<file path="src/core/ahg_defs.svh">
`ifndef AHG_DEFS_SVH
`define AHG_DEFS_SVH

// Result and bus widths
`define AHG_RES_W        12
`define AHG_BYTE_W       8
// Byte read windows, in ns
`define AHG_BYTE_RD_NS   80
`define AHG_CLK_NS       25
`define AHG_BYTE_RD_CYC  ((`AHG_BYTE_RD_NS + `AHG_CLK_NS - 1) / `AHG_CLK_NS)
// Least spacing between start pulses, in ns
`define AHG_START_NS     5000
`define AHG_START_CYC    ((`AHG_START_NS + `AHG_CLK_NS - 1) / `AHG_CLK_NS)
// Start strobe low width in cycles
`define AHG_SC_LOW_CYC   2
// Low and high byte field positions in a 12-bit result
`define AHG_LO_MSB       7
`define AHG_HI_MSB       11
`define AHG_HI_LSB       8
// FIFO defaults
`define AHG_FIFO_DEPTH   8

`endif

</file>
<file path="src/core/ahg_pkg.sv">
package ahg_pkg;
  `include "ahg_defs.svh"

  typedef enum logic [1:0] {
    AHG_MODE_IO,
    AHG_MODE_DMA,
    AHG_MODE_BYTE,
    AHG_MODE_HBE
  } ahg_mode_t;

  typedef struct packed {
    logic                     oe_n;
    logic                     byte_select_flag;
    logic                     high_byte_enable_n;
  } ahg_rd_t;

  typedef struct packed {
    logic [`AHG_RES_W-1:0]    data;
    logic                     done;
  } ahg_word_t;
endpackage : ahg_pkg

</file>
<file path="src/core/ahg_fifo.sv">
`timescale 1ns/1ps
module ahg_fifo #(
  parameter int W = 13,
  parameter int D = 8
) (
  input  wire logic         clk_sys_i,
  input  wire logic         reset_i,
  input  wire logic [W-1:0] in_data_i,
  input  wire logic         in_valid_i,
  output logic              in_ready_o,
  output logic [W-1:0]      out_data_o,
  output logic              out_valid_o,
  input  wire logic         out_ready_i
);
  localparam int AW = $clog2(D);
  logic [W-1:0]  mem_q [D];
  logic [W-1:0]  mem_d [D];
  logic [AW-1:0] wp_q, wp_d, rp_q, rp_d;
  logic [AW:0]   cnt_q, cnt_d;
  logic          wr, rd;
  logic          vld_q, vld_d, rdy_q, rdy_d;
  logic [W-1:0]  dout_q, dout_d;

  always_comb begin
    wr = in_valid_i && (cnt_q != (AW+1)'(D));
    rd = out_ready_i && (cnt_q != '0);
    mem_d = mem_q;
    wp_d = wp_q;
    rp_d = rp_q;
    if (wr) begin
      mem_d[wp_q] = in_data_i;
      wp_d = (wp_q == AW'(D-1)) ? '0 : wp_q + AW'(1);
    end
    if (rd) begin
      rp_d = (rp_q == AW'(D-1)) ? '0 : rp_q + AW'(1);
    end
    cnt_d = cnt_q + (AW+1)'(wr) - (AW+1)'(rd);
    // Outputs registered from the next state
    vld_d  = (cnt_d != '0);
    rdy_d  = (cnt_d != (AW+1)'(D));
    dout_d = mem_d[rp_d];
  end

  always_ff @(posedge clk_sys_i) begin
    mem_q  <= mem_d;
    dout_q <= dout_d;
    if (reset_i) begin
      wp_q  <= '0;
      rp_q  <= '0;
      cnt_q <= '0;
      vld_q <= 1'b0;
      rdy_q <= 1'b1;
    end else begin
      wp_q  <= wp_d;
      rp_q  <= rp_d;
      cnt_q <= cnt_d;
      vld_q <= vld_d;
      rdy_q <= rdy_d;
    end
  end

  assign in_ready_o  = rdy_q;
  assign out_valid_o = vld_q;
  assign out_data_o  = dout_q;
endmodule : ahg_fifo

</file>
<file path="src/core/ahg_host.sv">
`timescale 1ns/1ps
`include "ahg_defs.svh"
// Operation
// - Port write in I/O mode pulses the converter start strobe
// - Port read in I/O mode returns done status and result
// - I/O reads get exactly one wait state before ready
// - In DMA mode conversion done is latched as channel one request
// - The DMA read of the result clears the latched request
// - A conversion ending while a DMA request is pending sets overrun
// - Byte select low for high byte read, then high for low byte
// - Decode drives output enable; first byte read returns upper byte
// - Each byte read is stretched by one wait state, two cycles
// - Latch variant drives memory acknowledge to force one wait cycle
// - Conversion done in HBE mode sets high byte enable; released after the upper read
// - Start pulses spaced at least 5 us, strobe never held low
module ahg_host
  import ahg_pkg::*;
#(
  parameter int RES_W      = `AHG_RES_W,
  parameter int FIFO_DEPTH = `AHG_FIFO_DEPTH
) (
  input  wire logic              clk_sys_i,
  input  wire logic              reset_i,
  input  wire ahg_mode_t         mode_i,
  input  wire logic              port_wr_i,
  input  wire logic              port_rd_i,
  input  wire logic              trig_i,
  output logic                   io_ready_o,
  output logic [RES_W:0]         io_rdata_o,
  input  wire logic              conv_done_i,
  input  wire logic [RES_W-1:0]  conv_data_i,
  output logic                   start_convert_strobe_n_o,
  output logic                   output_enable_n_o,
  output logic                   byte_select_flag_o,
  output logic                   high_byte_enable_n_o,
  output logic                   full_width_o,
  output logic                   transfer_request_one_o,
  output logic                   memory_acknowledge_o,
  output logic [RES_W:0]         res_data_o,
  output logic                   res_valid_o,
  input  wire logic              res_ready_i,
  output logic                   overrun_o
);
  typedef enum logic [2:0] {
    S_IDLE, S_IO_WAIT, S_IO_DONE, S_HI, S_LO, S_DMA
  } ahg_st_t;

  localparam int SC_W = $clog2(`AHG_START_CYC + 1);

  ahg_st_t          st_q, st_d;
  logic [SC_W-1:0]  gap_q, gap_d;
  logic [1:0]       sclo_q, sclo_d;
  logic             sc_n_q, sc_n_d, full_q, full_d;
  logic             ws_q, ws_d;
  logic             done_q, done_d;
  logic             req_q, req_d;
  logic             oe_d, oe_n_q, oe_n_d, bsf_q, bsf_d, ack_q, ack_d;
  logic             hbe_d, hbe_n_q, hbe_n_d;
  logic             rdy_q, rdy_d, ovr_q, ovr_d;
  logic [RES_W:0]   iod_q, iod_d;
  logic [7:0]       hi_q, hi_d;
  logic             push;
  logic [RES_W:0]   push_data;
  logic             in_ready;
  logic             start_req;
  logic             done_rise;

  always_comb begin
    done_rise = conv_done_i && !done_q;
    start_req = ((mode_i == AHG_MODE_IO) && port_wr_i) ||
                ((mode_i != AHG_MODE_IO) && trig_i);
    gap_d  = (gap_q != '0) ? gap_q - SC_W'(1) : gap_q;
    sclo_d = (sclo_q != '0) ? sclo_q - 2'd1 : sclo_q;
    if (start_req && gap_q == '0 && sclo_q == '0) begin
      gap_d  = SC_W'(`AHG_START_CYC);
      sclo_d = 2'(`AHG_SC_LOW_CYC);
    end
    sc_n_d = (sclo_d == '0);
    full_d = (mode_i == AHG_MODE_IO) || (mode_i == AHG_MODE_DMA);
  end

  // Done is taken as already seen after reset, a held level is no edge
  always_ff @(posedge clk_sys_i) begin
    if (reset_i) begin
      gap_q  <= '0;
      sclo_q <= '0;
      sc_n_q <= 1'b1;
      full_q <= 1'b0;
      done_q <= 1'b1;
    end else begin
      gap_q  <= gap_d;
      sclo_q <= sclo_d;
      sc_n_q <= sc_n_d;
      full_q <= full_d;
      done_q <= conv_done_i;
    end
  end

  always_comb begin
    st_d = st_q;
    ws_d = 1'b0;
    oe_d = 1'b0;
    bsf_d = bsf_q;
    hbe_d = !hbe_n_q;
    ack_d = 1'b0;
    rdy_d = 1'b0;
    iod_d = iod_q;
    hi_d = hi_q;
    req_d = req_q;
    ovr_d = ovr_q;
    push = 1'b0;
    push_data = '0;
    if (done_rise && mode_i == AHG_MODE_DMA) begin
      if (req_q) ovr_d = 1'b1;
      req_d = 1'b1;
    end
    if (done_rise && (st_q == S_HI || st_q == S_LO)) ovr_d = 1'b1;
    unique case (st_q)
      S_IDLE: begin
        if (mode_i == AHG_MODE_IO && port_rd_i) begin
          st_d = S_IO_WAIT;
          oe_d = 1'b1;
        end else if (mode_i == AHG_MODE_DMA && req_q && in_ready) begin
          st_d = S_DMA;
          oe_d = 1'b1;
        end else if ((mode_i == AHG_MODE_BYTE || mode_i == AHG_MODE_HBE)
                     && done_rise && in_ready) begin
          st_d = S_HI;
          bsf_d = 1'b0;
          hbe_d = (mode_i == AHG_MODE_HBE);
          oe_d = 1'b1;
        end
      end
      S_IO_WAIT: begin
        oe_d = 1'b1;
        rdy_d = 1'b1;
        iod_d = {conv_done_i, conv_data_i};
        st_d = S_IO_DONE;
      end
      S_IO_DONE: st_d = S_IDLE;
      S_DMA: begin
        push = 1'b1;
        push_data = {1'b1, conv_data_i};
        if (!(done_rise)) req_d = 1'b0;
        st_d = S_IDLE;
      end
      S_HI: begin
        oe_d = 1'b1;
        ws_d = ~ws_q;
        ack_d = ws_q && mode_i == AHG_MODE_HBE;
        if (ws_q) begin
          hi_d = conv_data_i[7:0];
          hbe_d = 1'b0;
          bsf_d = 1'b1;
          st_d = S_LO;
        end
      end
      S_LO: begin
        oe_d = 1'b1;
        ws_d = ~ws_q;
        ack_d = ws_q && mode_i == AHG_MODE_HBE;
        if (ws_q) begin
          push = 1'b1;
          push_data = {1'b1, hi_q[3:0], conv_data_i[7:0]};
          oe_d = 1'b0;
          st_d = S_IDLE;
        end
      end
      default: st_d = S_IDLE;
    endcase
    oe_n_d  = !oe_d;
    hbe_n_d = !hbe_d;
  end

  always_ff @(posedge clk_sys_i) begin
    if (reset_i) begin
      st_q  <= S_IDLE;
      ws_q  <= 1'b0;
      oe_n_q  <= 1'b1;
      bsf_q   <= 1'b1;
      hbe_n_q <= 1'b1;
      ack_q <= 1'b0;
      rdy_q <= 1'b0;
      iod_q <= '0;
      hi_q  <= '0;
      req_q <= 1'b0;
      ovr_q <= 1'b0;
    end else begin
      st_q  <= st_d;
      ws_q  <= ws_d;
      oe_n_q  <= oe_n_d;
      bsf_q   <= bsf_d;
      hbe_n_q <= hbe_n_d;
      ack_q <= ack_d;
      rdy_q <= rdy_d;
      iod_q <= iod_d;
      hi_q  <= hi_d;
      req_q <= req_d;
      ovr_q <= ovr_d;
    end
  end

  ahg_fifo #(.W(RES_W + 1), .D(FIFO_DEPTH)) u_fifo (
    .clk_sys_i   (clk_sys_i),
    .reset_i     (reset_i),
    .in_data_i   (push_data),
    .in_valid_i  (push),
    .in_ready_o  (in_ready),
    .out_data_o  (res_data_o),
    .out_valid_o (res_valid_o),
    .out_ready_i (res_ready_i)
  );

  assign start_convert_strobe_n_o = sc_n_q;
  assign output_enable_n_o        = oe_n_q;
  assign byte_select_flag_o       = bsf_q;
  assign high_byte_enable_n_o     = hbe_n_q;
  assign full_width_o             = full_q;
  assign transfer_request_one_o   = req_q;
  assign memory_acknowledge_o     = ack_q;
  assign io_ready_o               = rdy_q;
  assign io_rdata_o               = iod_q;
  assign overrun_o                = ovr_q;
endmodule : ahg_host

</file>
<file path="config.mk">
export PLATFORM = sky130hd
export DESIGN_NAME = ahg_host
export DESIGN_NICKNAME = d
export VERILOG_FILES = /design/src/core/ahg_pkg.sv /design/src/core/ahg_fifo.sv /design/src/core/ahg_host.sv
export VERILOG_INCLUDE_DIRS = /design/src /design/src/core
export SDC_FILE = /design/constraint.sdc
export NUM_CORES = 1
export LEC_CHECK = 0
export BUFFER_PORTS_ARGS = -buffer_cell sky130_fd_sc_hd__buf_2
export CORE_UTILIZATION = 55
export DETAILED_ROUTE_END_ITERATION = 10
export PLACE_DENSITY = 0.74
export SYNTH_ARGS = -nofsm -noshare
export SYNTH_HDL_FRONTEND = slang
export SYNTH_HIERARCHICAL = 1
export SYNTH_SLANG_ARGS = --single-unit
</file>
<file path="constraint.sdc">
create_clock -name clk_sys_i -period 3.8 [get_ports clk_sys_i]
set_clock_uncertainty 0.1 [all_clocks]
set_input_delay 0.57 -clock clk_sys_i [delete_from_list [all_inputs] [get_ports clk_sys_i]]
set_output_delay 0.57 -clock clk_sys_i [all_outputs]
set_load 0.005 [all_outputs]
</file>
# == Yosys cells after proc, flatten, opt, wreduce, memory -nomap -nowiden ==
# Index checks and enable logic that the tools add are counted.
# word_totals
ff_bits,170
# op_classes
mux,46
eq_ne,17
reduce_logical,46
bitwise_logic,4
add_sub_neg,6
n_lt_le_gt_ge,3
# ops
cell,count
bitwise mux 104 bit,1
two-way mux 104 bit,1
two-way mux 13 bit,4
binary-select mux 13 bit (select 3 bit),1
demux 13 bit (select 3 bit),1
one-hot mux 13 bit (2 select lines),1
two-way mux 3 bit,8
two-way mux 1 bit,20
logical AND 1 bit,16
two-way mux 8 bit,2
== test 3 bit (second input constant),4
inequality test 4 bit (second input constant),3
one-hot mux 3 bit (4 select lines),1
nonzero test 2 bit,6
inequality test 2 bit (second input constant),5
>= comparator 4 bit (second input constant),2
zero test 8 bit,1
inverter 3 -> 4 bit,2
nonzero test 4 bit,2
nonzero test 8 bit,1
OR reduction 2 bit,4
subtractor 8 x 1 -> 8 bit (second input constant),1
adder 3 x 1 -> 3 bit (second input constant),2
zero test 2 bit,3
18 further kinds,30

# == Logic depth before layout (Yosys ltp) ==
# Gate-level depths: netlist of the first run.
# depth
word_depth,10
depth_mapped,13

# == Modules after synthesis ==
# The synthesis of the first run kept the hierarchy.
# by_module_without_submodules
mod,area_each_um2,seq_area_each_um2,cells_each,n_inst
ahg_fifo,5659.2,2582.5,563,1
ahg_host,1737.9,820.8,215,1

# == Worst setup path after synthesis of the first run ==
# Ideal clock, no wire load.
# synth_timing
path_kind,reg2reg
startpoint,reg st_q[1]
endpoint,reg u_fifo.dout_q[2] (netlist: u_fifo/out_data_o[2])
n_path_buf,1
path_slack_ns,0.784
synth_period_minus_slack_ns,3.016
path_stages_with_launch,10
required_time_ns,3.578
t_arrival_ns,2.795
setup_time_ns,0.122
path_cell_list,dfxtp_1 -> clkbuf_1 -> nand2b_1 -> nor2_1 -> nand2_1 -> nor4b_2 -> mux2_2 -> nor2_1 -> a211oi_1 -> o311a_1
# synth_lines
element,line_no,rtl
from (decl),ahg_host.sv:50,"ahg_st_t st_q, st_d;"
from (signal assigned),ahg_host.sv:189,st_q <= st_d;
to (signal assigned),ahg_fifo.sv:46,dout_q <= dout_d;
to (decl),ahg_fifo.sv:22,"logic [W-1:0] dout_q, dout_d;"

# == Final worst setup path of the first run ==
# layout_timing
startpoint,reg st_q[2]
endpoint,reg u_fifo.dout_q[3] (netlist: u_fifo/out_data_o[3])
# layout_between
elab_chain_cells,7
# layout_rtl
element,line_no,rtl
== test 3 bit,ahg_host.sv:118,unique case (st_q)
one-hot mux 1 bit (2 select lines) *,ahg_host.sv:118,
net push,ahg_host.sv:62,logic push;
logical AND 1 bit *,ahg_fifo.sv:25,wr = in_valid_i && (cnt_q != (AW+1)'(D));
two-way mux 104 bit *,ahg_fifo.sv:30,if (wr) begin
binary-select mux 13 bit (select 3 bit) *,ahg_fifo.sv:41,dout_d = mem_d[rp_d];
two-way mux 13 bit (not written as such) * (2 in series),ahg_fifo.sv:41,
net u_fifo.dout_d[3],ahg_fifo.sv:22,
# Mark *: on every way through the listed nets, which the timed path passes. The rest lies on a longest branch. The select of a mux whose other input is x is not followed.
# A chain may end at the register's enable or synchronous reset.

==> reports/results.md, run 1 <==
| Metric | This run | Unit |
| --- | --- | --- |
| Status | complete, no violations | - |
| Largest net degree at the start of global routing | 52 | - |
| Number of slew-limit violations in the final report | 0 | - |
| Critical path cell sequence | nand2b_1 -> nor2_1 -> buf_4 -> nand3_1 -> nor3b_2 -> mux2i_1 -> buf_4 -> nor2_1 -> a211oi_1 -> o311a_1 | - |
| Number of antenna cells inserted | 0 | - |
| Effective utilization at floorplan | 56.1 | % |
| Leading register cell type out of synthesis | sky130_fd_sc_hd__dfxtp_1 | - |
| Worst Path Required | 4010 | ps |
| Clock Pin Slew Worst Setup and Hold Paths | 60 | ps |
| Share of async-settable or async-resettable flops after synthesis | 0 | % |
| Final critical-path required period | 3250 | ps |
| CP peak stage delay | 550 | ps |
| Critical path's top delay family | simple AND/OR/NAND/NOR gates | - |
| Leading cell types by total area after synthesis | sky130_fd_sc_hd__dfxtp_1 46%, sky130_fd_sc_hd__mux2_2 13%, sky130_fd_sc_hd__nand2_1 5.2% | - |
| Share of the clock period used by the worst path after layout | 85.6 | % |
| DRT iter0 DRCs | 524 | - |
| Count of buffering cells on the critical path with inverters included | 2 | - |
| Max Fclk | 307 | MHz |
| Gpl congestion | 0.907 | - |
| Biggest area consumer among synthesized cells | sky130_fd_sc_hd__dfxtp_1 | - |
| Post-route setup TNS | 0 | ps |
| Die Ht | 118 | um |
| Via count of the first global-routing pass | 5660 | - |
| Count of endpoints failing setup in the final report | 0 | - |
| CP Capture Type | flop | - |
| Synthesized area | 7400 | um^2 |
| # placed instances | 972 | - |
| Post-route antenna net violation count | 0 | - |
| Static Leak | 3.62 | nW |
| EDFF count, synth | 0 | - |
| Synthesis warning total | 6 | - |
| Antenna violations before repair | 0 | - |
| Wire length of the first global-routing pass | 27.9 | mm |
| First-pass iteration count of the detailed router | 5 | - |
| Hold Vio Cnt, Final | 0 | - |
| CTS hold repair buffers | 0 | - |
| Startpoint Class | flop | - |
| Transition time of the tightest slew-check pin | 864 | ps |
| Seq/Total Area, Yosys | 46.0 | % |
| Number of cells produced by synthesis | 778 | - |
| GRT Util Overall | 25.2 | % |
| Final WL | 16.8 | mm |
| Synthesis-to-finish area growth | 15.1 | % |
| Number of library cell types mapped by synthesis | 58 | - |
| Number of buffer cells added on primary ports | 56 | - |
| Tightest slew margin relative to the limit | 42.2 | % |
| H-tree level count | 4 | - |
| DIE AREA | 13900 | um^2 |
| Maximum vdd ir drop | 0.435 | mV |
| Clock tree from TritonCTS | done | - |
| Via density | 5.76 | - |
| Placeable core region | 13200 | um^2 |
| Synthesized Nets | 811 | - |
| I/O pin count | 57 | - |
| Chip Width | 118 | um |
| Unrepaired setup endpoints after global routing | false | - |
| Nets@finish | 848 | - |
| Cell at the root of the clock tree | sky130_fd_sc_hd__clkbuf_16 | - |
| Detail Placement HPWL | 11.5 | mm |
| Worst Path Max Fanout | 18 | - |
| Portion of synthesized cell area occupied by the leading cell type | 46.0 | % |
| Total of max-cap violations | 0 | - |
| Post-Route Utilization | 64.5 | % |
| Worst EP arrival | 3460 | ps |
| Seq cells post-synth | 170 | - |
| Type of the worst min-delay path | in -> reg | - |
| Post-route total power | 5.56 | mW |
| Post-CTS resize count | 0 | - |
| Leftover overflow at the end of global routing | 0 | - |
| Clock Sink Count | 170 | - |
| Post-detailed-route DRC marker count | 0 | - |
| Vias post-DR | 5771 | - |
| Post-CTS setup buffers | 0 | - |
| Detail-routed net length per standard cell | 16.8 | um |
| Number of non-filler instances in the completed layout | 1002 | - |
| Power per cell area | 653 | nW/um^2 |
| Clock buffers created by TritonCTS | 17 | - |
| Mean instance size in the synthesized netlist | 9.51 | um^2 |
| Proportion of layout cells with a drive suffix above 1 | 25.1 | % |
| Fin Hold WS | 282 | ps |
| Clock insertion delay at the later pin of the skew report | 420 | ps |
| Startpoint-to-endpoint class of the critical path | reg -> reg | - |
| Max Buffers Root-to-Sink | 2 | - |
| Crit-path slowest cell | sky130_fd_sc_hd__nor3b_2 | - |
| Placement Rows | 42 | - |
[final timing paths]
| kind | from | endpoint | slack [ps] | cells after the start |
|---|---|---|---|---|
| setup / recovery | st_q[2]$_SDFFE_PP0P_ | u_fifo/out_data_o[3]$_DFF_P_ | 550 | 10 |
| hold / removal | conv_done_i | done_q$_SDFF_PP1_ | 280 | 2 |
| setup reg to reg | st_q[2]$_SDFFE_PP0P_ | u_fifo/out_data_o[3]$_DFF_P_ | 550 | 10 |
| hold reg to reg | u_fifo/mem_q[78]$_DFF_P_ | u_fifo/mem_q[78]$_DFF_P_ | 340 | 2 |
[cell families (layout without fill, tap and decap cells)]
kind of cell | count (synthesis) | after routing | share of synthesized area [%]
AND/OR/NAND/NOR | 266 | 266 | 17.8
flip-flops | 170 | 170 | 46.0
AO/OA/AOI/OAI | 132 | 132 | 12.1
multiplexers | 117 | 117 | 17.3
buffers and inverters | 75 | 123 | 3.99
adder cells (fa/ha/maj) | 12 | 12 | 2.13
XOR/XNOR | 6 | 6 | 0.710
[stage by stage]
step | instance area (um^2) | setup slack [ps]
3_3_place_gp | 7850 | 843
3_5_place_dp | 7850 | 662
4_1_cts | 8510 | 587
6_report | 8510 | 547
2_1_floorplan | 7400 | 784
5_1_grt | 8510 | 301
[report_power, final]
group          switching [mW]  internal (mW)
Sequential              0.118           1.96
Combinational           0.873          0.676
Clock                   0.687           1.24
[cells in the mapped netlist, types with 2 or more instances]
master and n:
sky130_fd_sc_hd__o21ai_0 21, sky130_fd_sc_hd__nor2_1 59, sky130_fd_sc_hd__o31ai_1 3, sky130_fd_sc_hd__nand2_1 103, sky130_fd_sc_hd__nor4_1 5, sky130_fd_sc_hd__nor4b_2 2
sky130_fd_sc_hd__or3b_2 2, sky130_fd_sc_hd__a32oi_1 5, sky130_fd_sc_hd__nand3b_1 3, sky130_fd_sc_hd__nor3b_1 12, sky130_fd_sc_hd__inv_1 19, sky130_fd_sc_hd__a21o_1 2
sky130_fd_sc_hd__or2_2 3, sky130_fd_sc_hd__nand2b_1 5, sky130_fd_sc_hd__a31oi_1 2, sky130_fd_sc_hd__a311o_1 3, sky130_fd_sc_hd__o21a_1 6, sky130_fd_sc_hd__ha_1 11
sky130_fd_sc_hd__o211ai_1 8, sky130_fd_sc_hd__and3b_1 2, sky130_fd_sc_hd__buf_2 11, sky130_fd_sc_hd__nor2b_1 6, sky130_fd_sc_hd__a21oi_1 40, sky130_fd_sc_hd__nand3_1 6
sky130_fd_sc_hd__dfxtp_1 170, sky130_fd_sc_hd__xnor2_1 5, sky130_fd_sc_hd__mux2_2 86, sky130_fd_sc_hd__clkbuf_1 42, sky130_fd_sc_hd__nand4_1 2, sky130_fd_sc_hd__o311a_1 7
sky130_fd_sc_hd__and2_1 17, sky130_fd_sc_hd__nor3_1 22, sky130_fd_sc_hd__buf_1 3, sky130_fd_sc_hd__and3_1 4, sky130_fd_sc_hd__nand4b_1 2, sky130_fd_sc_hd__mux2i_1 31
sky130_fd_sc_hd__o221ai_1 6, sky130_fd_sc_hd__or3b_1 2, sky130_fd_sc_hd__a211oi_1 21
[routing by layer]
metal	GRT usage, %	vias up	routed length [um]
li1	-	2809	-
met1	31.5	2762	7600
met2	41.8	164	8100
met3	5.47	36	751
met4	10.5	0	389
met5	0	-	0
[layout make-up]
| cell class | count | area, um^2 |
|---|---|---|
| Clock inverter | 12 | 221 |
| Inverter | 19 | 71.3 |
| Clock buffer | 18 | 439 |
| Multi-Input combinational cell | 533 | 3730 |
| Tap cell | 176 | 220 |
| Fill cell | 1058 | 4680 |
| Timing Repair Buffer | 74 | 428 |
| Sequential cell | 170 | 3400 |
[sequential cells by signal, indices dropped and copies added (netlist names), 2 cells and up, named ones only]
| register | cells |
|---|---|
| io_rdata_o | 13 |
| st_q | 3 |
| u_fifo/mem_q | 104 |
| u_fifo/out_data_o | 13 |
| u_fifo/rp_q | 3 |
| u_fifo/wp_q | 3 |
| u_fifo/cnt_q | 4 |
| gap_q | 8 |
| sclo_q | 2 |
| hi_q | 4 |
[layout by cell type (no fill, tap or decap), types with 11 or more instances in the layout]
cell,n
sky130_fd_sc_hd__nor3_1,21
sky130_fd_sc_hd__dfxtp_1,170
sky130_fd_sc_hd__mux2i_1,31
sky130_fd_sc_hd__a211oi_1,21
sky130_fd_sc_hd__mux2_2,86
sky130_fd_sc_hd__inv_1,19
sky130_fd_sc_hd__buf_4,17
sky130_fd_sc_hd__o21ai_0,21
sky130_fd_sc_hd__nor3b_1,11
sky130_fd_sc_hd__ha_1,11
sky130_fd_sc_hd__buf_2,56
sky130_fd_sc_hd__nand2_1,103
sky130_fd_sc_hd__nor2_1,59
sky130_fd_sc_hd__a21oi_1,40
sky130_fd_sc_hd__clkbuf_16,17
sky130_fd_sc_hd__and2_1,17
Note: power is estimated with default switching activity, not from simulation.
==> run 2: changes to the inputs <==
--- a/config.mk
+++ b/config.mk
@@ -6,10 +6,10 @@
 export SDC_FILE = /design/constraint.sdc
 export NUM_CORES = 1
 export LEC_CHECK = 0
+export ABC_AREA = 1
 export BUFFER_PORTS_ARGS = -buffer_cell sky130_fd_sc_hd__buf_2
-export CORE_UTILIZATION = 55
+export CORE_UTILIZATION = 45
 export DETAILED_ROUTE_END_ITERATION = 10
-export PLACE_DENSITY = 0.74
 export SYNTH_ARGS = -nofsm -noshare
 export SYNTH_HDL_FRONTEND = slang
 export SYNTH_HIERARCHICAL = 1
==> reports/results.md, run 2 <==
| Metric | This run | Unit | Delta |
| --- | --- | --- | --- |
| Static Leak | 4.76 | nW | was 3.62 nW |
| Power per cell area | 645 | nW/um^2 | was 653 nW/um^2 |
| Detail-routed net length per standard cell | 16.3 | um | was 16.8 um |
| Synthesis warning total | 6 | - | unchanged |
| Max Buffers Root-to-Sink | 2 | - | unchanged |
| Tightest slew margin relative to the limit | 37.0 | % | was 42.2% |
| Total cell area at the placement stage | 8980 | um^2 | was 7850 um^2 |
| Reg with most FFs | u_fifo/mem_q | - | unchanged |
| Unrepaired setup endpoints after global routing | false | - | unchanged |
| Portion of synthesized cell area occupied by the leading cell type | 39.7 | % | was 46.0% |
| Worst Path Required | 4020 | ps | was 4010 ps |
| GRT Util Overall | 27.3 | % | was 25.2% |
| Internal Pwr Total | 3.76 | mW | was 3.88 mW |
| Placement Rows | 50 | - | was 42 |
| Critical path's top delay family | simple AND/OR/NAND/NOR gates | - | unchanged |
| Share of synthesized area spent on multiplexers | 0 | % | was 17.3% |
| Cell seen most often among critical-path stages | sky130_fd_sc_hd__nand2_1 | - |  |
| Number of library cell types mapped by synthesis | 32 | - | was 58 |
| Synthesized Nets | 1353 | - | was 811 |
| Detail Placement HPWL | 15.9 | mm | was 11.5 mm |
| CTS hold repair buffers | 0 | - | unchanged |
| Count of endpoints failing setup in the final report | 0 | - | unchanged |
| Crit-path slowest cell | sky130_fd_sc_hd__dfxtp_1 | - | was sky130_fd_sc_hd__nor3b_2 |
| H-tree level count | 4 | - | unchanged |
| Post-CTS resize count | 0 | - | unchanged |
| Post-route antenna net violation count | 0 | - | unchanged |
| Share of the clock period used by the worst path after layout | 81.7 | % | was 85.6% |
| Status | complete, no violations | - | unchanged |
| Final non-filler cell area | 9560 | um^2 | was 8510 um^2 |
| Fraction of power spent switching nets | 39.1 | % | was 30.2% |
| Transition time of the tightest slew-check pin | 944 | ps | was 864 ps |
| Final critical-path required period | 3100 | ps | was 3250 ps |
| Startpoint-to-endpoint class of the critical path | reg -> reg | - | unchanged |
| Clock tree from TritonCTS | done | - | unchanged |
| Post-route setup TNS | 0 | ps | unchanged |
| Number of buffer cells added on primary ports | 56 | - | unchanged |
| Number of slew-limit violations in the final report | 0 | - | unchanged |
| Most congested layer reported by global routing | met2 | - | unchanged |
| Leading register cell type out of synthesis | sky130_fd_sc_hd__dfxtp_1 | - | unchanged |
| Met3 Resource Use GR | 4.89 | % | was 5.47% |
| Vias post-DR | 8483 | - | was 5771 |
| CP Capture Type | flop | - | unchanged |
| Clock Pin Slew Worst Setup and Hold Paths | 70 | ps | was 60 ps |
| Total of max-cap violations | 0 | - | unchanged |
| Post-detailed-route DRC marker count | 0 | - | unchanged |
| Worst EP arrival | 3330 | ps | was 3460 ps |
| Synthesized area | 8570 | um^2 | was 7400 um^2 |
| Effective utilization at floorplan | 45.8 | % | was 56.1% |
| Most common library cell in the layout ignoring fill and taps | sky130_fd_sc_hd__nand2_1 | - | was sky130_fd_sc_hd__dfxtp_1 |
| DIE AREA | 19600 | um^2 | was 13900 um^2 |
| Setup slack after layout | 695 | ps | was 547 ps |
| Hold Vio Cnt, Final | 0 | - | unchanged |
| Synthesis-to-finish area growth | 11.6 | % | was 15.1% |
| Share of async-settable or async-resettable flops after synthesis | 0 | % | unchanged |
| EDFF count, synth | 0 | - | unchanged |
| Net Switching | 2.41 | mW | was 1.68 mW |
| CP peak stage delay | 400 | ps | was 550 ps |
| Top-count cell post-synth | sky130_fd_sc_hd__nand2_1 | - | was sky130_fd_sc_hd__dfxtp_1 |
| Maximum vdd ir drop | 0.557 | mV | was 0.435 mV |
| Critical path cell sequence | nor2_1 -> nand2_1 -> nor2_1 -> nor2_2 -> inv_1 -> nand2_2 -> buf_12 -> inv_2 -> buf_4 -> nand2_1 -> nand3_1 -> nand3_1 -> nand2_1 -> nand2_1 -> nand2_1 | - | was nand2b_1 -> nor2_1 -> buf_4 -> nand3_1 -> nor3b_2 -> mux2i_1 -> buf_4 -> nor2_1 -> a211oi_1 -> o311a_1 |
| Via count of the first global-routing pass | 7908 | - | was 5660 |
| Nets@finish | 1367 | - | was 848 |
| Chip Width | 140 | um | was 118 um |
| Top cells by instance count after synthesis | 562 x sky130_fd_sc_hd__nand2_1, 201 x sky130_fd_sc_hd__nand3_1, 170 x sky130_fd_sc_hd__dfxtp_1, 80 x sky130_fd_sc_hd__nand4_1, 65 x sky130_fd_sc_hd__inv_1 | - | was 170 x sky130_fd_sc_hd__dfxtp_1, 103 x sky130_fd_sc_hd__nand2_1, 86 x sky130_fd_sc_hd__mux2_2, 59 x sky130_fd_sc_hd__nor2_1, 42 x sky130_fd_sc_hd__clkbuf_1 |
| Largest net degree at the start of global routing | 67 | - | was 52 |
| Pre-CTS WS | 745 | ps | was 662 ps |
| Placeable core region | 18700 | um^2 | was 13200 um^2 |
| I/O pin count | 57 | - | unchanged |
| Post-CTS setup buffers | 0 | - | unchanged |
| Max Fclk | 322 | MHz | was 307 MHz |
| Worst Path Max Fanout | 66 | - | was 18 |
| Post-synthesis share of cell area spent on and, or, nand and nor gates | 45.9 | % | was 17.8% |
| Compound-gate portion of the synthesized area | 4.12 | % | was 12.1% |
| Top library cells by usage in the layout, fill and taps aside | 559 x sky130_fd_sc_hd__nand2_1, 201 x sky130_fd_sc_hd__nand3_1, 169 x sky130_fd_sc_hd__dfxtp_1, 80 x sky130_fd_sc_hd__nand4_1, 65 x sky130_fd_sc_hd__inv_1 | - | was 170 x sky130_fd_sc_hd__dfxtp_1, 103 x sky130_fd_sc_hd__nand2_1, 86 x sky130_fd_sc_hd__mux2_2, 59 x sky130_fd_sc_hd__nor2_1, 56 x sky130_fd_sc_hd__buf_2 |
| Global-route track usage on met2 | 42.2 | % | was 41.8% |
| Share of power burned in registers | 35.8 | % | was 37.4% |
| Clock buffers created by TritonCTS | 17 | - | unchanged |
| Global-route track usage on met1 | 38.2 | % | was 31.5% |
| Share of power burned in combinational logic | 35.9 | % | was 27.9% |
| Antenna violations before repair | 0 | - | unchanged |
| Xor and xnor area share after synthesis | 0.307 | % | was 0.710% |
| Leftover overflow at the end of global routing | 0 | - | unchanged |
| Leading cell types by total area after synthesis | sky130_fd_sc_hd__dfxtp_1 40%, sky130_fd_sc_hd__nand2_1 25%, sky130_fd_sc_hd__nand3_1 12% | - | was sky130_fd_sc_hd__dfxtp_1 46%, sky130_fd_sc_hd__mux2_2 13%, sky130_fd_sc_hd__nand2_1 5.2% |
| Count of buffering cells on the critical path with inverters included | 4 | - | was 2 |
| Clock Sink Count | 170 | - | unchanged |
| Mean instance size in the synthesized netlist | 6.49 | um^2 | was 9.51 um^2 |
| Part of the total power dissipated in the clock network | 28.4 | % | was 34.7% |
| Wire length of the first global-routing pass | 42.2 | mm | was 27.9 mm |
| Via density | 5.37 | - | was 5.76 |
| Number of antenna cells inserted | 0 | - | unchanged |
| Proportion of layout cells with a drive suffix above 1 | 10.8 | % | was 25.1% |
| First-pass iteration count of the detailed router | 5 | - | unchanged |
| Synth Area in Adders | 1.84 | % | was 2.13% |
| Type of the worst min-delay path | in -> reg | - | unchanged |
| Gpl congestion | 0.817 | - | was 0.907 |
| DRT iter0 DRCs | 681 | - | was 524 |
| Cell at the root of the clock tree | sky130_fd_sc_hd__clkbuf_16 | - | unchanged |
| Number of cells produced by synthesis | 1320 | - | was 778 |
| Seq/Total Area, Yosys | 39.7 | % | was 46.0% |
| Die Ht | 140 | um | was 118 um |
| Seq cells post-synth | 170 | - | unchanged |
| Clock insertion delay at the later pin of the skew report | 430 | ps | was 420 ps |
| Startpoint Class | flop | - | unchanged |
| Flip-flop count of the largest register, all copies and words added | 104 | - | unchanged |
| Final WL | 25.7 | mm | was 16.8 mm |
| Combinational family with the most area after synthesis | simple AND/OR/NAND/NOR gates | - | unchanged |
| Biggest area consumer among synthesized cells | sky130_fd_sc_hd__dfxtp_1 | - | unchanged |
run 2: changes by cell type in the layout (fill, tap and decap cells not counted), sizes merged, moves of 17 or more:
cell and delta:
nand3 +198, inv +55, nor3 -22, nand2 +461, mux2i -31, and2 -17
nand4 +78, a211oi -20, mux2 -86
run 2: cell families (layout without fill, tap and decap cells):
kind of cell / count (synthesis) / after routing
buffers and inverters: 161 / 188
AND/OR/NAND/NOR: 907 / 907
XOR/XNOR: 3 / 3
flip-flops: 170 / 170
AO/OA/AOI/OAI: 67 / 67
adder cells (fa/ha/maj): 12 / 12
run 2: layout make-up:
class                           count  area [um^2]
Multi-Input combinational cell    989         4470
Tap cell                          234          293
Clock inverter                     13          133
Timing Repair Buffer               86          543
Inverter                           70          263
Fill cell                        1905         9140
Sequential cell                   170         3400
Clock buffer                       19          453
run 2: power groups by stage:
stage	clock, mW	sequential [mW]	combinational, mW
6_report	1.75	2.21	2.21
5_1_grt	1.87	2.24	2.49
4_1_cts	1.78	2.21	2.21
3_5_place_dp	0	2.24	2.20
3_3_place_gp	0	2.25	2.18
2_1_floorplan	0	2.22	1.54
run 2: path summary, 6_finish.rpt:
| path | from | end | slack [ps] | cells past startpoint |
|---|---|---|---|---|
| setup / recovery | st_q[0]$_SDFFE_PP0P_ | u_fifo/out_data_o[3]$_DFF_P_ | 700 | 15 |
| hold / removal | mode_i[1] | full_width_o$_SDFF_PP0_ | 240 | 2 |
| setup reg to reg | st_q[0]$_SDFFE_PP0P_ | u_fifo/out_data_o[3]$_DFF_P_ | 700 | 15 |
| hold reg to reg | sclo_q[0]$_SDFF_PP0_ | sclo_q[0]$_SDFF_PP0_ | 340 | 1 |
run 2: layer usage:
metal | share of wire, % | up-vias
met2 | 44 | 254
met4 | 2.1 | 0
met3 | 5.7 | 28
met1 | 48 | 3873
met5 | 0 | -
li1 | - | 4328
run 2: metrics by stage:
| step | util, % | hold slack (ps) | total power [mW] | cells |
|---|---|---|---|---|
| 6_report | 51.1 | 244 | 6.17 | 1581 |
| 5_1_grt | 51.1 | 233 | 6.60 | 1581 |
| 4_1_cts | 51.1 | 230 | 6.19 | 1581 |
| 3_5_place_dp | 48.0 | 328 | 4.44 | 1549 |
| 3_3_place_gp | 48.0 | 324 | 4.43 | 1549 |
| 2_1_floorplan | - | 313 | 3.76 | 1320 |
